--- src/pkg/lpc_pkg.sv ---
// Shared constants for the low-power SDRAM host controller
package lpc_pkg;

    // System clock and generated memory clock
    localparam int          CLK_NS     = 25;
    localparam int          CK_DIV     = 4;
    localparam logic [1:0]  PH_DEC     = 2'h2;
    localparam logic [1:0]  PH_FALL    = 2'h0;
    localparam logic [1:0]  PH_LAST    = 2'h3;

    // User command codes
    localparam logic [3:0]  CMD_ACT    = 4'h1;
    localparam logic [3:0]  CMD_RD     = 4'h2;
    localparam logic [3:0]  CMD_WR     = 4'h3;
    localparam logic [3:0]  CMD_PRE    = 4'h4;
    localparam logic [3:0]  CMD_PREA   = 4'h5;
    localparam logic [3:0]  CMD_REFAB  = 4'h6;
    localparam logic [3:0]  CMD_REFPB  = 4'h7;
    localparam logic [3:0]  CMD_MRW    = 4'h8;
    localparam logic [3:0]  CMD_MRR    = 4'h9;

    // Opcode bits on the rising half of the command bus
    localparam logic [1:0]  OPC_ACT    = 2'h2;
    localparam logic [2:0]  OPC_RD     = 3'h5;
    localparam logic [2:0]  OPC_WR     = 3'h1;
    localparam logic [3:0]  OPC_PRE    = 4'hB;
    localparam logic [2:0]  OPC_REF    = 3'h4;
    localparam logic [3:0]  OPC_MRW    = 4'h0;
    localparam logic [3:0]  OPC_MRR    = 4'h8;

    // Device timing in ns and in memory clocks
    localparam int T_RCD_NS   = 18;
    localparam int T_RAS_NS   = 42;
    localparam int T_RPPB_NS  = 18;
    localparam int T_RPAB_NS  = 21;
    localparam int T_RC_NS    = T_RAS_NS + T_RPAB_NS;
    localparam int T_RRD_NS   = 10;
    localparam int T_FAW_NS   = 50;
    localparam int T_RFCAB_NS = 210;
    localparam int T_RFCPB_NS = 90;
    localparam int T_XP_NS    = 8;
    localparam int T_WR_NS    = 15;
    localparam int T_MRR_CK   = 4;
    localparam int T_MRW_CK   = 10;
    localparam int RL_CK      = 6;
    localparam int WL_CK      = 3;
    localparam int BL         = 8;
    localparam int BL_MRR     = 4;

    // Least times round up to whole system clocks
    localparam logic [7:0] C_TRCD   = 8'((T_RCD_NS + CLK_NS - 1) / CLK_NS);
    localparam logic [7:0] C_TRAS   = 8'((T_RAS_NS + CLK_NS - 1) / CLK_NS);
    localparam logic [7:0] C_TRPPB  = 8'((T_RPPB_NS + CLK_NS - 1) / CLK_NS);
    localparam logic [7:0] C_TRPAB  = 8'((T_RPAB_NS + CLK_NS - 1) / CLK_NS);
    localparam logic [7:0] C_TRC    = 8'((T_RC_NS + CLK_NS - 1) / CLK_NS);
    localparam logic [7:0] C_TRRD   = 8'((T_RRD_NS + CLK_NS - 1) / CLK_NS);
    localparam logic [7:0] C_TFAW   = 8'((T_FAW_NS + CLK_NS - 1) / CLK_NS);
    localparam logic [7:0] C_TRFCAB = 8'((T_RFCAB_NS + CLK_NS - 1) / CLK_NS);
    localparam logic [7:0] C_TRFCPB = 8'((T_RFCPB_NS + CLK_NS - 1) / CLK_NS);
    localparam logic [7:0] C_TXP    = 8'((T_XP_NS + CLK_NS - 1) / CLK_NS);
    localparam logic [7:0] C_TWR    = 8'((T_WR_NS + CLK_NS - 1) / CLK_NS);
    localparam logic [7:0] C_TMRR   = 8'(T_MRR_CK * CK_DIV);
    localparam logic [7:0] C_TMRW   = 8'(T_MRW_CK * CK_DIV);

    // Data path positions in system clocks
    localparam logic [7:0] C_RD_SPAN = 8'((RL_CK + BL / 2 + 2) * CK_DIV);
    localparam logic [7:0] C_RD_OPEN = 8'((BL / 2 + 3) * CK_DIV);
    localparam logic [3:0] C_BEATS   = 4'(BL);
    localparam logic [3:0] C_BEATS_M = 4'(BL_MRR);
    localparam logic [7:0] C_WR_D0   = 8'(1 + WL_CK * CK_DIV);
    localparam logic [7:0] C_WR_PRE  = 8'(1 + (WL_CK - 1) * CK_DIV);
    localparam logic [7:0] C_WR_DEND = 8'(1 + WL_CK * CK_DIV + BL * 2);
    localparam logic [7:0] C_WR_POST = 8'(3 + WL_CK * CK_DIV + BL * 2);
    localparam logic [7:0] C_WR_END  = C_WR_POST + C_TWR;
    localparam logic [7:0] C_AP_RD   = 8'(BL / 2 * CK_DIV);
    localparam logic [7:0] C_AP_WR   = C_WR_END;

endpackage

--- src/rtl/lpc_bank.sv ---
// Per-bank state and timing tracker
`timescale 1ns/1ps
module lpc_bank (
    input  wire logic i_clock,
    input  wire logic i_sys_rst,
    input  wire logic i_act,
    input  wire logic i_pre,
    input  wire logic i_pre_ab,
    input  wire logic i_ref,
    input  wire logic i_ap_rd,
    input  wire logic i_ap_wr,
    output logic      o_open,
    output logic      o_idle,
    output logic      o_act_ok,
    output logic      o_col_ok,
    output logic      o_pre_ok
);
    import lpc_pkg::*;

    logic       open_r, open_nxt, ap_r, ap_nxt;
    logic [7:0] rcd_r, rcd_nxt, ras_r, ras_nxt, rc_r, rc_nxt;
    logic [7:0] rp_r, rp_nxt, apc_r, apc_nxt;

    always_comb begin
        open_nxt = open_r;
        ap_nxt   = ap_r;
        rcd_nxt  = (rcd_r != 8'h00) ? rcd_r - 8'h01 : rcd_r;
        ras_nxt  = (ras_r != 8'h00) ? ras_r - 8'h01 : ras_r;
        rc_nxt   = (rc_r != 8'h00) ? rc_r - 8'h01 : rc_r;
        rp_nxt   = (rp_r != 8'h00) ? rp_r - 8'h01 : rp_r;
        apc_nxt  = (apc_r != 8'h00) ? apc_r - 8'h01 : apc_r;
        if (i_act) begin
            open_nxt = 1'b1;
            rcd_nxt  = C_TRCD;
            ras_nxt  = C_TRAS;
            rc_nxt   = C_TRC;
        end
        if (i_pre) begin
            open_nxt = 1'b0;
            rp_nxt   = i_pre_ab ? C_TRPAB : C_TRPPB;
        end
        if (i_ref) begin
            rp_nxt = C_TRFCPB;
        end
        // auto precharge closes only this bank
        if (i_ap_rd || i_ap_wr) begin
            ap_nxt  = 1'b1;
            apc_nxt = i_ap_wr ? C_AP_WR : C_AP_RD;
        end else if (ap_r && apc_r == 8'h00 && ras_r == 8'h00) begin
            ap_nxt   = 1'b0;
            open_nxt = 1'b0;
            rp_nxt   = C_TRPPB;
        end
    end

    always_ff @(posedge i_clock) begin
        if (i_sys_rst) begin
            open_r <= 1'b0;
            ap_r   <= 1'b0;
            rcd_r  <= 8'h00;
            ras_r  <= 8'h00;
            rc_r   <= 8'h00;
            rp_r   <= 8'h00;
            apc_r  <= 8'h00;
        end else begin
            open_r <= open_nxt;
            ap_r   <= ap_nxt;
            rcd_r  <= rcd_nxt;
            ras_r  <= ras_nxt;
            rc_r   <= rc_nxt;
            rp_r   <= rp_nxt;
            apc_r  <= apc_nxt;
        end
    end

    // idle only once precharge time is over
    assign o_idle   = !open_r && rp_r == 8'h00 && !ap_r;
    assign o_open   = open_r || ap_r;
    assign o_act_ok = o_idle && rc_r == 8'h00;
    assign o_col_ok = open_r && rcd_r == 8'h00 && !ap_r;
    assign o_pre_ok = (!open_r || ras_r == 8'h00) && !ap_r;
endmodule

--- src/rtl/lpc_faw.sv ---
// Rolling four-activate window tracker
`timescale 1ns/1ps
module lpc_faw (
    input  wire logic i_clock,
    input  wire logic i_sys_rst,
    input  wire logic i_act,
    output logic      o_ok
);
    import lpc_pkg::*;

    logic [3:0][7:0] slot_r;
    logic [3:0][7:0] slot_nxt;
    logic [3:0]      free;

    genvar g;
    generate
        for (g = 0; g < 4; g++) begin : g_slot
            assign free[g] = slot_r[g] == 8'h00;
        end
    endgenerate

    // each activate holds a slot for the window
    always_comb begin
        logic hit;
        hit = 1'b0;
        for (int k = 0; k < 4; k++) begin
            slot_nxt[k] = free[k] ? slot_r[k] : slot_r[k] - 8'h01;
            if (i_act && free[k] && !hit) begin
                slot_nxt[k] = C_TFAW;
                hit         = 1'b1;
            end
        end
    end

    always_ff @(posedge i_clock) begin
        if (i_sys_rst) begin
            slot_r <= '0;
        end else begin
            slot_r <= slot_nxt;
        end
    end

    assign o_ok = |free;
endmodule

--- src/rtl/lpc_host_ctrl.sv ---
// Host controller driving a low-power DDR SDRAM over its pins
//
// Notes on behaviour
// - Commands only with clock enable high two edges and exit time met.
// - Illegal or unknown commands are refused with an error pulse.
// - All-bank refresh and register writes only when every bank is idle.
// - After register read or write, only no-operations until time passes.
// - Bank-to-bank activate spacing kept between activates.
// - No write before read burst ends, no read before write ends.
// - Column command waits activate-to-column delay.
// - Precharge before re-activate; row cycle time between activates.
// - At most four activations or bank refreshes per window.
// - Window converted to clocks by rounding up.
// - Precharge-all uses the longer all-bank precharge time.
// - Bursts run whole; column from rising and falling halves.
`timescale 1ns/1ps
module lpc_host_ctrl (
    input  wire logic        i_clock,
    input  wire logic        i_sys_rst,
    input  wire logic        i_req_valid,
    input  wire logic [3:0]  i_req_cmd,
    input  wire logic [2:0]  i_req_bank,
    input  wire logic [14:0] i_req_row,
    input  wire logic [9:0]  i_req_col,
    input  wire logic        i_req_ap,
    input  wire logic [7:0]  i_req_ma,
    input  wire logic [7:0]  i_req_op,
    input  wire logic        i_pd_req,
    input  wire logic [31:0] i_wr_data,
    input  wire logic [3:0]  i_wr_mask,
    output logic             o_req_done,
    output logic             o_req_err,
    output logic             o_wr_pull,
    output logic [31:0]      o_rd_data,
    output logic             o_rd_valid,
    output logic             o_ck,
    output logic             o_cke,
    output logic             o_cs_n,
    output logic [9:0]       o_ca,
    input  wire logic [31:0] i_dq,
    output logic [31:0]      o_dq,
    output logic             o_dq_oe_n,
    input  wire logic [3:0]  i_dqs,
    output logic [3:0]       o_dqs,
    output logic             o_dqs_oe_n,
    output logic [3:0]       o_dm
);
    import lpc_pkg::*;

    typedef enum logic [2:0] {
        ST_RUN  = 3'b001,
        ST_WAIT = 3'b010,
        ST_PD   = 3'b100
    } lpc_state_e;

    lpc_state_e  st_r, st_nxt;
    logic [1:0]  ph_r, ph_nxt, hist_r, hist_nxt;
    logic [7:0]  nop_r, nop_nxt, rrd_r, rrd_nxt, xp_r, xp_nxt;
    logic        ck_nxt, cke_nxt, cs_n_nxt;
    logic [9:0]  ca_nxt, fall_r, fall_nxt, rise, fall;
    logic        done_nxt, err_nxt;
    logic        dec, ok, bad, acc, faw_ok;
    logic [7:0]  bank_sel;
    logic [7:0]  b_open, b_idle, b_act, b_col, b_pre;

    // Command decode and legality check
    assign dec      = ph_r == PH_DEC && st_r == ST_RUN && i_req_valid;
    assign bank_sel = 8'h01 << i_req_bank;

    logic       rd_busy, wr_busy, burst;
    logic       cke_ok;
    // two sampled-high edges and exit time
    assign cke_ok = hist_r == 2'b11 && xp_r == 8'h00;
    assign burst  = rd_busy || wr_busy;

    always_comb begin
        ok  = 1'b0;
        bad = 1'b0;
        case (i_req_cmd)
            CMD_ACT: begin
                bad = b_open[i_req_bank];
                ok  = b_act[i_req_bank] && rrd_r == 8'h00 && faw_ok;
            end
            CMD_RD: begin
                bad = !b_open[i_req_bank];
                ok  = b_col[i_req_bank] && !burst;
            end
            CMD_WR: begin
                bad = !b_open[i_req_bank];
                ok  = b_col[i_req_bank] && !burst;
            end
            CMD_PRE:   ok = b_pre[i_req_bank] && !burst;
            CMD_PREA:  ok = &b_pre && !burst;
            // all banks idle for refresh and writes
            CMD_REFAB: ok = &b_idle && !burst;
            CMD_MRW:   ok = &b_idle && !burst;
            CMD_REFPB: begin
                bad = b_open[i_req_bank];
                ok  = b_act[i_req_bank] && rrd_r == 8'h00 && faw_ok;
            end
            // register read even while banks change state
            CMD_MRR:   ok = !burst;
            default:   bad = 1'b1;
        endcase
    end

    assign acc = dec && cke_ok && ok && !bad;

    // Command bus encoding
    always_comb begin
        rise = 10'h000;
        fall = 10'h000;
        case (i_req_cmd)
            CMD_ACT: begin
                rise = {i_req_bank, i_req_row[12:8], OPC_ACT};
                fall = {i_req_row[7:0], i_req_row[14:13]};
            end
            CMD_RD: begin
                rise = {i_req_bank, i_req_col[2:1], 2'b00, OPC_RD};
                fall = {2'b00, i_req_col[9:3], i_req_ap};
            end
            CMD_WR: begin
                rise = {i_req_bank, i_req_col[2:1], 2'b00, OPC_WR};
                fall = {2'b00, i_req_col[9:3], i_req_ap};
            end
            CMD_PRE:   rise = {i_req_bank, 3'b000, OPC_PRE};
            CMD_PREA:  rise = {i_req_bank, 3'b001, OPC_PRE};
            CMD_REFAB: rise = {i_req_bank, 3'b001, OPC_REF};
            CMD_REFPB: rise = {i_req_bank, 3'b000, OPC_REF};
            CMD_MRW: begin
                rise = {i_req_ma[5:0], OPC_MRW};
                fall = {i_req_op, i_req_ma[7:6]};
            end
            CMD_MRR: begin
                rise = {i_req_ma[5:0], OPC_MRR};
                fall = {8'h00, i_req_ma[7:6]};
            end
            default: begin
                rise = 10'h000;
                fall = 10'h000;
            end
        endcase
    end

    // Bank trackers
    genvar g;
    generate
        for (g = 0; g < 8; g++) begin : g_bank
            lpc_bank u_bank (
                .i_clock   (i_clock),
                .i_sys_rst (i_sys_rst),
                .i_act     (acc && i_req_cmd == CMD_ACT && bank_sel[g]),
                .i_pre     (acc && (i_req_cmd == CMD_PREA
                            || (i_req_cmd == CMD_PRE && bank_sel[g]))),
                .i_pre_ab  (i_req_cmd == CMD_PREA),
                .i_ref     (acc && i_req_cmd == CMD_REFPB && bank_sel[g]),
                .i_ap_rd   (acc && i_req_cmd == CMD_RD && i_req_ap
                            && bank_sel[g]),
                .i_ap_wr   (acc && i_req_cmd == CMD_WR && i_req_ap
                            && bank_sel[g]),
                .o_open    (b_open[g]),
                .o_idle    (b_idle[g]),
                .o_act_ok  (b_act[g]),
                .o_col_ok  (b_col[g]),
                .o_pre_ok  (b_pre[g])
            );
        end
    endgenerate

    lpc_faw u_faw (
        .i_clock   (i_clock),
        .i_sys_rst (i_sys_rst),
        .i_act     (acc && (i_req_cmd == CMD_ACT
                    || i_req_cmd == CMD_REFPB)),
        .o_ok      (faw_ok)
    );

    // Clock divider, command sequencing, power-down
    always_comb begin
        ph_nxt   = ph_r + 2'h1;
        ck_nxt   = !ph_nxt[1];
        st_nxt   = st_r;
        cke_nxt  = o_cke;
        hist_nxt = hist_r;
        nop_nxt  = (nop_r != 8'h00) ? nop_r - 8'h01 : nop_r;
        rrd_nxt  = (rrd_r != 8'h00) ? rrd_r - 8'h01 : rrd_r;
        xp_nxt   = (xp_r != 8'h00) ? xp_r - 8'h01 : xp_r;
        cs_n_nxt = o_cs_n;
        ca_nxt   = o_ca;
        fall_nxt = fall_r;
        done_nxt = acc;
        err_nxt  = dec && bad;
        if (ph_r == PH_LAST) begin
            hist_nxt = {hist_r[0], o_cke};
        end
        if (ph_r == PH_DEC) begin
            cs_n_nxt = !acc;
            if (acc) begin
                ca_nxt   = rise;
                fall_nxt = fall;
            end
        end else if (ph_r == PH_FALL && !o_cs_n) begin
            ca_nxt = fall_r;
        end
        if (acc && (i_req_cmd == CMD_ACT || i_req_cmd == CMD_REFPB)) begin
            rrd_nxt = C_TRRD;
        end
        case (st_r)
            ST_RUN: begin
                if (acc) begin
                    case (i_req_cmd)
                        CMD_MRR: nop_nxt = C_TMRR;
                        CMD_MRW: nop_nxt = C_TMRW;
                        CMD_REFAB: nop_nxt = C_TRFCAB;
                        CMD_PREA: nop_nxt = C_TRPAB;
                        default: nop_nxt = 8'h00;
                    endcase
                    if (i_req_cmd == CMD_MRR || i_req_cmd == CMD_MRW
                        || i_req_cmd == CMD_REFAB
                        || i_req_cmd == CMD_PREA) begin
                        st_nxt = ST_WAIT;
                    end
                end else if (ph_r == PH_DEC && i_pd_req && !burst
                             && !i_req_valid) begin
                    cke_nxt = 1'b0;
                    st_nxt  = ST_PD;
                end
            end
            ST_WAIT: begin
                if (nop_r == 8'h00) begin
                    st_nxt = ST_RUN;
                end
            end
            ST_PD: begin
                if (ph_r == PH_DEC && !i_pd_req) begin
                    cke_nxt = 1'b1;
                    xp_nxt  = C_TXP;
                    st_nxt  = ST_RUN;
                end
            end
            default: st_nxt = ST_RUN;
        endcase
    end

    always_ff @(posedge i_clock) begin
        if (i_sys_rst) begin
            st_r       <= ST_RUN;
            // Phase 3 so the first memory clock high is full width
            ph_r       <= PH_LAST;
            hist_r     <= 2'b00;
            nop_r      <= 8'h00;
            rrd_r      <= 8'h00;
            xp_r       <= 8'h00;
            fall_r     <= 10'h000;
            o_ck       <= 1'b0;
            o_cke      <= 1'b1;
            o_cs_n     <= 1'b1;
            o_ca       <= 10'h000;
            o_req_done <= 1'b0;
            o_req_err  <= 1'b0;
        end else begin
            st_r       <= st_nxt;
            ph_r       <= ph_nxt;
            hist_r     <= hist_nxt;
            nop_r      <= nop_nxt;
            rrd_r      <= rrd_nxt;
            xp_r       <= xp_nxt;
            fall_r     <= fall_nxt;
            o_ck       <= ck_nxt;
            o_cke      <= cke_nxt;
            o_cs_n     <= cs_n_nxt;
            o_ca       <= ca_nxt;
            o_req_done <= done_nxt;
            o_req_err  <= err_nxt;
        end
    end

    // Read capture; strobe and data share the same two-stage delay
    logic [31:0] dq_s1, dq_s2;
    logic        dqs_s1, dqs_s2, dqs_s3;
    logic [7:0]  rdc_r, rdc_nxt;
    logic [3:0]  beats_r, beats_nxt;
    logic [31:0] rdd_nxt;
    logic        rdv_nxt;

    assign rd_busy = rdc_r != 8'h00;

    // reading lasts until all beats arrive or C_RD_SPAN runs out
    always_comb begin
        rdc_nxt   = rd_busy ? rdc_r - 8'h01 : rdc_r;
        beats_nxt = beats_r;
        rdd_nxt   = o_rd_data;
        rdv_nxt   = 1'b0;
        if (acc && (i_req_cmd == CMD_RD || i_req_cmd == CMD_MRR)) begin
            rdc_nxt   = C_RD_SPAN;
            beats_nxt = (i_req_cmd == CMD_MRR) ? C_BEATS_M : C_BEATS;
        end else if (rd_busy && rdc_r <= C_RD_OPEN && beats_r != 4'h0
                     && dqs_s2 != dqs_s3) begin
            rdd_nxt   = dq_s2;
            rdv_nxt   = 1'b1;
            beats_nxt = beats_r - 4'h1;
        end
        if (rd_busy && beats_nxt == 4'h0 && !acc) begin
            rdc_nxt = 8'h00;
        end
    end

    always_ff @(posedge i_clock) begin
        dq_s1  <= i_dq;
        dq_s2  <= dq_s1;
        dqs_s1 <= i_dqs[0];
        dqs_s2 <= dqs_s1;
        dqs_s3 <= dqs_s2;
        if (i_sys_rst) begin
            rdc_r      <= 8'h00;
            beats_r    <= 4'h0;
            o_rd_data  <= 32'h0000_0000;
            o_rd_valid <= 1'b0;
        end else begin
            rdc_r      <= rdc_nxt;
            beats_r    <= beats_nxt;
            o_rd_data  <= rdd_nxt;
            o_rd_valid <= rdv_nxt;
        end
    end

    // Write burst: preamble, center-aligned strobe, postamble
    logic [7:0]  wp_r, wp_nxt;
    logic        wact_r, wact_nxt, pull_nxt, dqs_lvl;
    logic [31:0] wdq_nxt;
    logic [3:0]  wdm_nxt;

    assign wr_busy = wact_r;

    always_comb begin
        wact_nxt = wact_r;
        wp_nxt   = wact_r ? wp_r + 8'h01 : 8'h00;
        pull_nxt = 1'b0;
        dqs_lvl  = 1'b0;
        if (acc && i_req_cmd == CMD_WR) begin
            wact_nxt = 1'b1;
            wp_nxt   = 8'h00;
        end else if (wact_r && wp_r == C_WR_END) begin
            wact_nxt = 1'b0;
        end
        if (wact_r && wp_r + 8'h02 >= C_WR_D0 && wp_r + 8'h02 < C_WR_DEND
            && !wp_r[0]) begin
            pull_nxt = 1'b1;
        end
        if (wact_r && wp_nxt >= C_WR_D0 && wp_nxt < C_WR_DEND) begin
            dqs_lvl = wp_nxt[0] ^ (wp_nxt[1] ^ C_WR_D0[1]) ^ C_WR_D0[0];
        end
        // mask travels with its data beat
        wdq_nxt = o_wr_pull ? i_wr_data : o_dq;
        wdm_nxt = o_wr_pull ? i_wr_mask : o_dm;
    end

    always_ff @(posedge i_clock) begin
        if (i_sys_rst) begin
            wact_r     <= 1'b0;
            wp_r       <= 8'h00;
            o_wr_pull  <= 1'b0;
            o_dq       <= 32'h0000_0000;
            o_dm       <= 4'h0;
            o_dqs      <= 4'h0;
            o_dq_oe_n  <= 1'b1;
            o_dqs_oe_n <= 1'b1;
        end else begin
            wact_r     <= wact_nxt;
            wp_r       <= wp_nxt;
            o_wr_pull  <= pull_nxt;
            o_dq       <= wdq_nxt;
            o_dm       <= wdm_nxt;
            o_dqs      <= {4{dqs_lvl}};
            // Beats land a cycle after their pull; cover the last one
            o_dq_oe_n  <= !(wact_nxt && wp_nxt > C_WR_D0
                           && wp_nxt <= C_WR_DEND);
            o_dqs_oe_n <= !(wact_nxt && wp_nxt >= C_WR_PRE
                           && wp_nxt < C_WR_POST);
        end
    end
endmodule

--- config.mk ---
export PLATFORM = sky130hd
export DESIGN_NAME = lpc_host_ctrl
export DESIGN_NICKNAME = d
export VERILOG_FILES = /design/src/pkg/lpc_pkg.sv /design/src/rtl/lpc_bank.sv /design/src/rtl/lpc_faw.sv /design/src/rtl/lpc_host_ctrl.sv
export SDC_FILE = /design/constraint.sdc
export NUM_CORES = 1
export LEC_CHECK = 0
export BUFFER_PORTS_ARGS = -buffer_cell sky130_fd_sc_hd__buf_2
export CAP_MARGIN = 40
export CORE_MARGIN = 2
export CORE_UTILIZATION = 65
export DETAILED_ROUTE_END_ITERATION = 7
export PLACE_DENSITY = 0.83
export SLEW_MARGIN = 30
export SYNTH_ARGS = -nofsm -noshare
export SYNTH_HDL_FRONTEND = slang
export SYNTH_SLANG_ARGS = --single-unit
--- constraint.sdc ---
create_clock -name i_clock -period 7.5 [get_ports i_clock]
set_input_delay 0.375 -clock i_clock [delete_from_list [all_inputs] [get_ports i_clock]]
set_output_delay 0.375 -clock i_clock [all_outputs]
set_load 0.02 [all_outputs]
; Yosys cells after proc, flatten, opt, wreduce, memory -nomap -nowiden
; Index checks and enable logic that the tools add are counted.
; Widths: inputs -> output; s select.
[op_classes]
n_lt_le_gt_ge = 10
bitwise = 3
shift = 1
n_eq_ne = 28
n_reduce_logical = 394
n_addsub = 52
n_mux = 217
[ops]
columns = op, count
row1 = $mux 8, 64
row2 = $sub 8x1->8 const B, 48
row3 = $logic_not 8->1, 47
row4 = $reduce_bool 8->1, 44
row5 = $logic_and 1x1->1, 160
row6 = $pmux 10 s9, 1
row7 = $reduce_bool 2->1, 44
row8 = $mux 1, 81
row9 = $mux 2, 40
row10 = $mux 6, 10
row11 = $pmux 10 s4, 1
row12 = $logic_or 1x1->1, 38
row13 = $reduce_or 2->1, 18
row14 = $logic_not 1->1, 30
row15 = $mux 10, 3
row16 = $ge 8x4->1 const B, 3
row17 = $lt 8x5->1 const B, 3
row18 = $pmux 6 s4, 1
row19 = $eq 4x3->1 const B, 4
row20 = $le 8x5->1 const B, 2
row21 = $ne 2x2->1 const B, 8
row22 = $reduce_and 8->1, 2
row23 = $mux 3, 5
row24 = $bmux 1 s3, 4
row25 = 33 further kinds, 44
[totals]
register_bits = 585
input_bits = 125

; Depth between registers and ports, before layout
[logic_depth]
depth_word = 23
mapped_depth = 13
ltp_nobuf = 11

; Cells and area by module
; Synthesis repeated with hierarchy kept, for this count alone.
[unflattened]
hier_cells = 2913
hier_area_um2 = 26412.8
[by_module_without_submodules]
columns = mod, n_inst, cells_per_inst, area_per_inst_um2
row1 = lpc_bank, 8, 220, 1988.2
row2 = lpc_host_ctrl, 1, 983, 8968.6
row3 = lpc_faw, 1, 170, 1539.0

; Worst setup path after synthesis
; No wires, ideal clock.
[synth_timing]
path_type = input port to flip-flop
start = input port i_req_cmd[3]
end = register g_bank[6].u_bank.apc_r[4]
path_stages = 11
setup_ns = 0.123
n_path_buf = 2
setup_slack_ns = 4.476
arrival_ns = 2.900
path_cell_list = buf_2 or4b_1 a311o_1 a311oi_1 o2111ai_1 o211ai_2 a21oi_2 or2_1 buf_6 nor3_4 mux2_1
[synth_between]
elab_chain_len = 10
elab_cells_between_ends = 28
cone_classes = 9 x eq/ne / 4 x mux / 15 x reduce/logical
[synth_rtl]
columns = element, line_no
row1 = "start, declared", lpc_host_ctrl.sv:21  ; input wire logic [3:0] i_req_cmd,
row2 = $eq 4x3->1 (tied with other cells), lpc_host_ctrl.sv:79  ; case (i_req_cmd)
row3 = $reduce_or 5->1 (no line) / $reduce_or 2->1 (equally long branches), --
row4 = $pmux 1 s3 / $pmux 1 s6 (equally long branches), lpc_host_ctrl.sv:79
row5 = $logic_not 1->1 / $logic_and 1x1->1 (equally long branches), lpc_host_ctrl.sv:107  ; assign acc = dec && cke_ok && ok && !bad;
row6 = $logic_and 1x1->1, lpc_host_ctrl.sv:107
row7 = $logic_and 1x1->1 (on tied branches) (2 in series), "lpc_host_ctrl.sv:159, lpc_host_ctrl.sv:157"
row8 = $logic_and 1x1->1 (on tied branches), "lpc_host_ctrl.sv:160, lpc_host_ctrl.sv:158"
row9 = $mux 6 / $logic_or 1x1->1 (equally long branches), "lpc_bank.sv:48, lpc_bank.sv:46"
row10 = $mux 8 / $reduce_bool 2->1 (equally long branches), --
row11 = "end signal, assigned", lpc_bank.sv:72  ; apc_r <= apc_nxt;
row12 = "end, declared", lpc_bank.sv:22  ; logic [7:0] rp_r, rp_nxt, apc_r, apc_nxt;
; Several ways; a longest one is shown, not always the timed one.
; A chain may end at the register's enable or synchronous reset.

; Worst setup path in the final report
[layout_timing]
start = register g_bank[7].u_bank.rc_r[2]
end = register g_bank[6].u_bank.apc_r[4]
[layout_between]
elab_chain_len = 14
elab_cells_between_ends = 19
cone_classes = 5 x mux / 14 x reduce/logical
[layout_rtl]
columns = element, line_no
row1 = "start, declared", lpc_bank.sv:21  ; logic [7:0] rcd_r, rcd_nxt, ras_r, ras_nxt, rc_r, rc_nxt;
row2 = "start signal, assigned", lpc_bank.sv:70  ; rc_r <= rc_nxt;
row3 = $logic_not 8->1 (*), lpc_bank.sv:79  ; assign o_act_ok = o_idle && rc_r == 8'h00;
row4 = $logic_and 1x1->1 (*), lpc_bank.sv:79
row5 = $bmux 1 s3 (*), "lpc_host_ctrl.sv:82, lpc_host_ctrl.sv:99"
row6 = $mux 1 (implied by the code) (*), "lpc_host_ctrl.sv:82, lpc_host_ctrl.sv:99"
row7 = $logic_and 1x1->1 (*) (2 in series), "lpc_host_ctrl.sv:82, lpc_host_ctrl.sv:99"
row8 = $pmux 1 s6 (*), lpc_host_ctrl.sv:79
row9 = $logic_and 1x1->1 (*) (2 in series), lpc_host_ctrl.sv:107
row10 = $logic_and 1x1->1 (on tied branches) (2 in series), "lpc_host_ctrl.sv:159, lpc_host_ctrl.sv:157"
row11 = $logic_and 1x1->1 (on tied branches), "lpc_host_ctrl.sv:160, lpc_host_ctrl.sv:158"
row12 = $mux 6 / $logic_or 1x1->1 (equally long branches), "lpc_bank.sv:48, lpc_bank.sv:46"
row13 = $mux 8 / $reduce_bool 2->1 (equally long branches), --
; Mark *: on every way between the ends. The rest lies on a longest branch, timed or not. The select of a mux whose other input is x is not followed.

==> flow_metrics.py <==
metrics = {
    "yosys": {
        "yosysUniqueCellTypes": 86,
        "ys_warn_count": 0,
        "synth_nets": 3215,
        "synth_ff_type": "dfxtp_1",
        "synth_area_leaders": "dfxtp_1, xnor2_1, nor3_1",
        "synthArstFlopShare_pct": 0,
        "synth_mux_area_share_pct": 2.449,
        "synth_edf_count": 0,
        "synth_area_per_cell_um2": 8.731,
        "ys_seq_elements": 585,
        "synth_top_family_by_area": "simple AND/OR/NAND/NOR gates",
        "synth-simple-area-share_pct": 24.52,
        "seq_area_frac_synth_pct": 44.77,
        "yosysTopAreaCellShare_pct": 44.77,
        "synth_compound_area_share_pct": 9.346,
        "synth-xor-area-share_pct": 10.41,
        "synth_cells": 2996,
        "yosys.area_share.adder_pct": 4.496,
        "yosys.area.top_type": "dfxtp_1",
        "syn_area_um2": 26160,
    },
    "power_and_ir_drop": {
        "p_sw_mw": 5.354,
        "p_comb_share_pct": 42.3,
        "peakVddDrop_mv": 0.2539,
        "p_leak_nw": 12.19,
        "clkPwrFrac_pct": 22.0,
        "p_int_mw": 8.357,
        "seqPwrFrac_pct": 35.7,
        "power_density_nw_per_um2": 454.5,
        "swShare_pct": 39.05,
    },
    "critical_path": {
        "worstPathMaxFanout": 14,
        "worstSetupEndpointType": "flop",
        "reg2reg_from": "g_bank[7].u_bank.rc_r[2]$_SDFFE_PP0P_",
        "crit_start": "g_bank[7].u_bank.rc_r[2]$_SDFFE_PP0P_",
        "setup.worst_path.class": "flop to flop",
        "crit_top_cell": "nor4_1",
        "cp.required_ps": 8010,
        "cp_cell_sequence": "nor4_1, nand3_1, nor3_1, nor4_1, nor4_4, a21oi_2, buf_4, or2_1, buf_6, nor3_4, mux2_1",
        "r2r_end": "g_bank[6].u_bank.apc_r[4]$_SDFFE_PP0P_",
        "timing.critical_path.buf_inv": 2,
        "crit_path_top_delay_cell": "nor4_1",
        "critPathTopFamily": "simple AND/OR/NAND/NOR gates",
        "rrSetupSlack_ps": 3380,
        "arrival_ps": 4630,
        "start_kind": "flop",
        "r2r_cells": 11,
        "max_stage_delay_ps": 540,
    },
    "sta": {
        "period_needed_ps": 4123,
        "fin_crit_sh_pct": 54.97,
        "timing.max_slew.rel_slack_pct": 37.20,
        "fin_setup_tns_ps": 0,
        "setup_viol": 0,
        "rsz0062_at_grt": "false",
        "tightest_slew_ps": 938.6,
        "finalHoldViolCount": 0,
        "slew_violations": 0,
        "max_freq_mhz": 242.5,
        "clock_skew_ps": 33.79,
    },
    "routing": {
        "vias_per_cell": 6.037,
        "drtIter0Drc": 1957,
        "wl_met2_um": 33980,
        "drt_wl_total_um": 71690,
        "met3WireLength_um": 6043,
        "vias": 22890,
        "post-route-drc-count": 0,
        "antenna_left": 0,
        "drt-met1-wl_um": 27520,
        "dr.max_layer_used": "met5",
        "first_pass_iters": 8,
        "wire_per_inst_um": 18.91,
    },
    "clocking": {
        "cts_buffer_depth": 3,
        "clk_pin_slew_worst_paths_ps": 70,
        "worstSkewPairLatency_ps": 640,
        "clock_sinks": 585,
        "cts-buffers-inserted": 57,
        "cts_resized": 0,
        "holdBufCountCts": 55,
        "post_cts.repair.setup_buffers": 0,
        "htree_levels": 2,
        "cts_tree": "done",
        "cts_root_buffer": "clkbuf_16",
    },
    "floorplan": {
        "coreArea_um2": 39730,
        "die_x_um": 204.6,
        "die_area_um2": 41870,
        "std_cell_rows": 73,
        "pin_count": 216,
        "die_h_um": 204.6,
        "initial_core_util_pct": 65.84,
    },
    "global_routing": {
        "grt_pass1_wl_um": 113400,
        "grt_max_degree": 88,
        "antenna_found_initial": 2,
        "grt_usage_pct": 33.52,
        "globalRouteOverflowTotal": 0,
        "first_global_vias": 22540,
    },
    "run_status": {
        "status": "complete, no violations",
    },
    "finish": {
        "area_growth_pct": 15.32,
        "finalNonFillerCells": 3792,
        "drive_above_1_share_pct": 11.98,
        "final_nets": 3442,
    },
    "place": {
        "io_buffers": 211,
        "gp_congestion": 0.9470,
        "place.detailed.hpwl_um": 46200,
        "place_inst": 3629,
    },
    "flow_run": {
        "drv_cap": 0,
    },
    "worst_hold_path": {
        "hold_path_class": "input pin to flop",
        "hold_start": "i_wr_data[18]",
        "min_delay_path_depth": 3,
        "hold_end": "o_dq[18]$_SDFFE_PP0P_",
    },
}
cell type report:
| cell class | instances | area [um2] |
|---|---|---|
| multi-input cells | 2150 | 13420 |
| repair buffers | 296 | 1888 |
| clock inverters | 23 | 324.1 |
| fillers | 2650 | 9567 |
| clock buffers | 77 | 1652 |
| inverters | 133 | 499.2 |
| diodes | 3 | 7.507 |
| well taps | 525 | 656.9 |
| flip-flops and latches | 585 | 11720 |
registers in the layout (all words and copies together) (netlist names), 8 cells and up:
name,cells
dq_s1,32
dq_s2,32
fall_r,10
g_bank.u_bank.ap_r,8
g_bank.u_bank.apc_r,64
g_bank.u_bank.open_r,8
g_bank.u_bank.ras_r,64
g_bank.u_bank.rc_r,64
g_bank.u_bank.rcd_r,64
g_bank.u_bank.rp_r,64
nop_r,8
o_ca,10
o_dq,32
o_rd_data,32
rdc_r,8
rrd_r,8
u_faw.slot_r,32
wp_r,8
xp_r,8
routing by layer:
metal  global-route usage [%]  vias to the layer above
li1                         -                    10830
met1                    39.27                    10750
met2                    56.79                     1035
met3                    7.286                      276
met4                    18.89                        2
met5                        0                        -
power by group through the flow:
stage / sequential, mW / clock, mW / combinational (mW)
3_5_place_dp: 4.90 / 0 / 5.60
3_3_place_gp: 4.84 / 0 / 5.29
2_1_floorplan: 4.75 / 0 / 4.60
6_report: 4.90 / 3.01 / 5.80
4_1_cts: 4.86 / 3.02 / 5.74
5_1_grt: 5.00 / 3.15 / 6.49
synth_stat cells (6+ instances only):
library cell and instances:
a211oi_1 22, a21o_1 8, a21oi_1 164, a222oi_1 8
a31oi_1 22, a41oi_1 11, and3_1 37, buf_1 22
buf_2 27, clkbuf_1 71, dfxtp_1 585, ha_1 94
inv_1 132, mux2_2 11, mux2i_1 46, nand2_1 276
nand2b_1 9, nand3_1 74, nand3b_1 9, nand4_1 10
nor2_1 368, nor2b_1 23, nor3_1 291, nor3b_1 31
nor4_1 77, nor4b_1 20, o211ai_1 7, o21a_1 8
o21ai_0 40, o221ai_1 6, o31ai_1 11, or2_2 8
or3_1 25, or4_1 8, xnor2_1 198, xor2_1 113
how the worst max path moves through the flow:
stage | end | slack [ps] | cells after the start
floorplan | g_bank[6].u_bank.apc_r[4]$_SDFFE_PP0P_ | 4480 | 11
global placement | g_bank[6].u_bank.apc_r[4]$_SDFFE_PP0P_ | 3070 | 11
detailed placement | g_bank[2].u_bank.apc_r[4]$_SDFFE_PP0P_ | 2980 | 11
CTS | g_bank[6].u_bank.apc_r[4]$_SDFFE_PP0P_ | 3330 | 12
global route | g_bank[2].u_bank.apc_r[4]$_SDFFE_PP0P_ | 3240 | 11
finish | g_bank[6].u_bank.apc_r[4]$_SDFFE_PP0P_ | 3380 | 11
cell usage in the layout, fill, tap and decap left out, types with 9 or more instances in the layout:
cell type      instances
buf_4                 21
and3_1                37
xor2_1               113
clkbuf_8              16
ha_1                  94
a41oi_1               11
buf_2                210
nand4_1               10
o31ai_1               11
inv_1                132
nand3b_1               9
nor4_1                76
xnor2_1              198
mux2_2                11
a21oi_1              164
nor3_1               288
o21ai_0               40
dfxtp_1              584
a31oi_1               22
mux2i_1               46
dlygate4sd3_1         55
nand3_1               74
a211oi_1              22
nand2_1              276
nor2b_1               23
clkbuf_16             57
nand2b_1               9
nor2_1               367
or3_1                 25
nor4b_1               20
nor3b_1               31
stage by stage:
step                total power, mW  cell area [um2]  utilization, %  hold slack [ps]  worst slack (ps)
floorplan                     9.343            26160               -            309.6              4476
global placement              10.12            27500           69.20            310.1              3068
detailed placement            10.50            27590           69.45            312.1              2983
global route                  14.64            30160           75.91            39.20              3239
finish                        13.71            30170           75.92            29.58              3377
CTS                           13.62            30120           75.81            1.501              3335
tightest hold or removal path: cells and delay by family:
kind | cells | cell delay, ps
muxes | 1 | 70
buffers and inverters | 1 | 80
and+or+nand+nor | 1 | 90
cells by family after synthesis:
kind of cell / after synthesis
xor gates and xnor gates: 311
buffers and inverters: 261
AOI/OAI and AO/OA: 378
muxes: 61
DFF: 585
and+or+nand+nor: 1306
adders and majority gates: 94
Power figures use the tool's default switching activity.
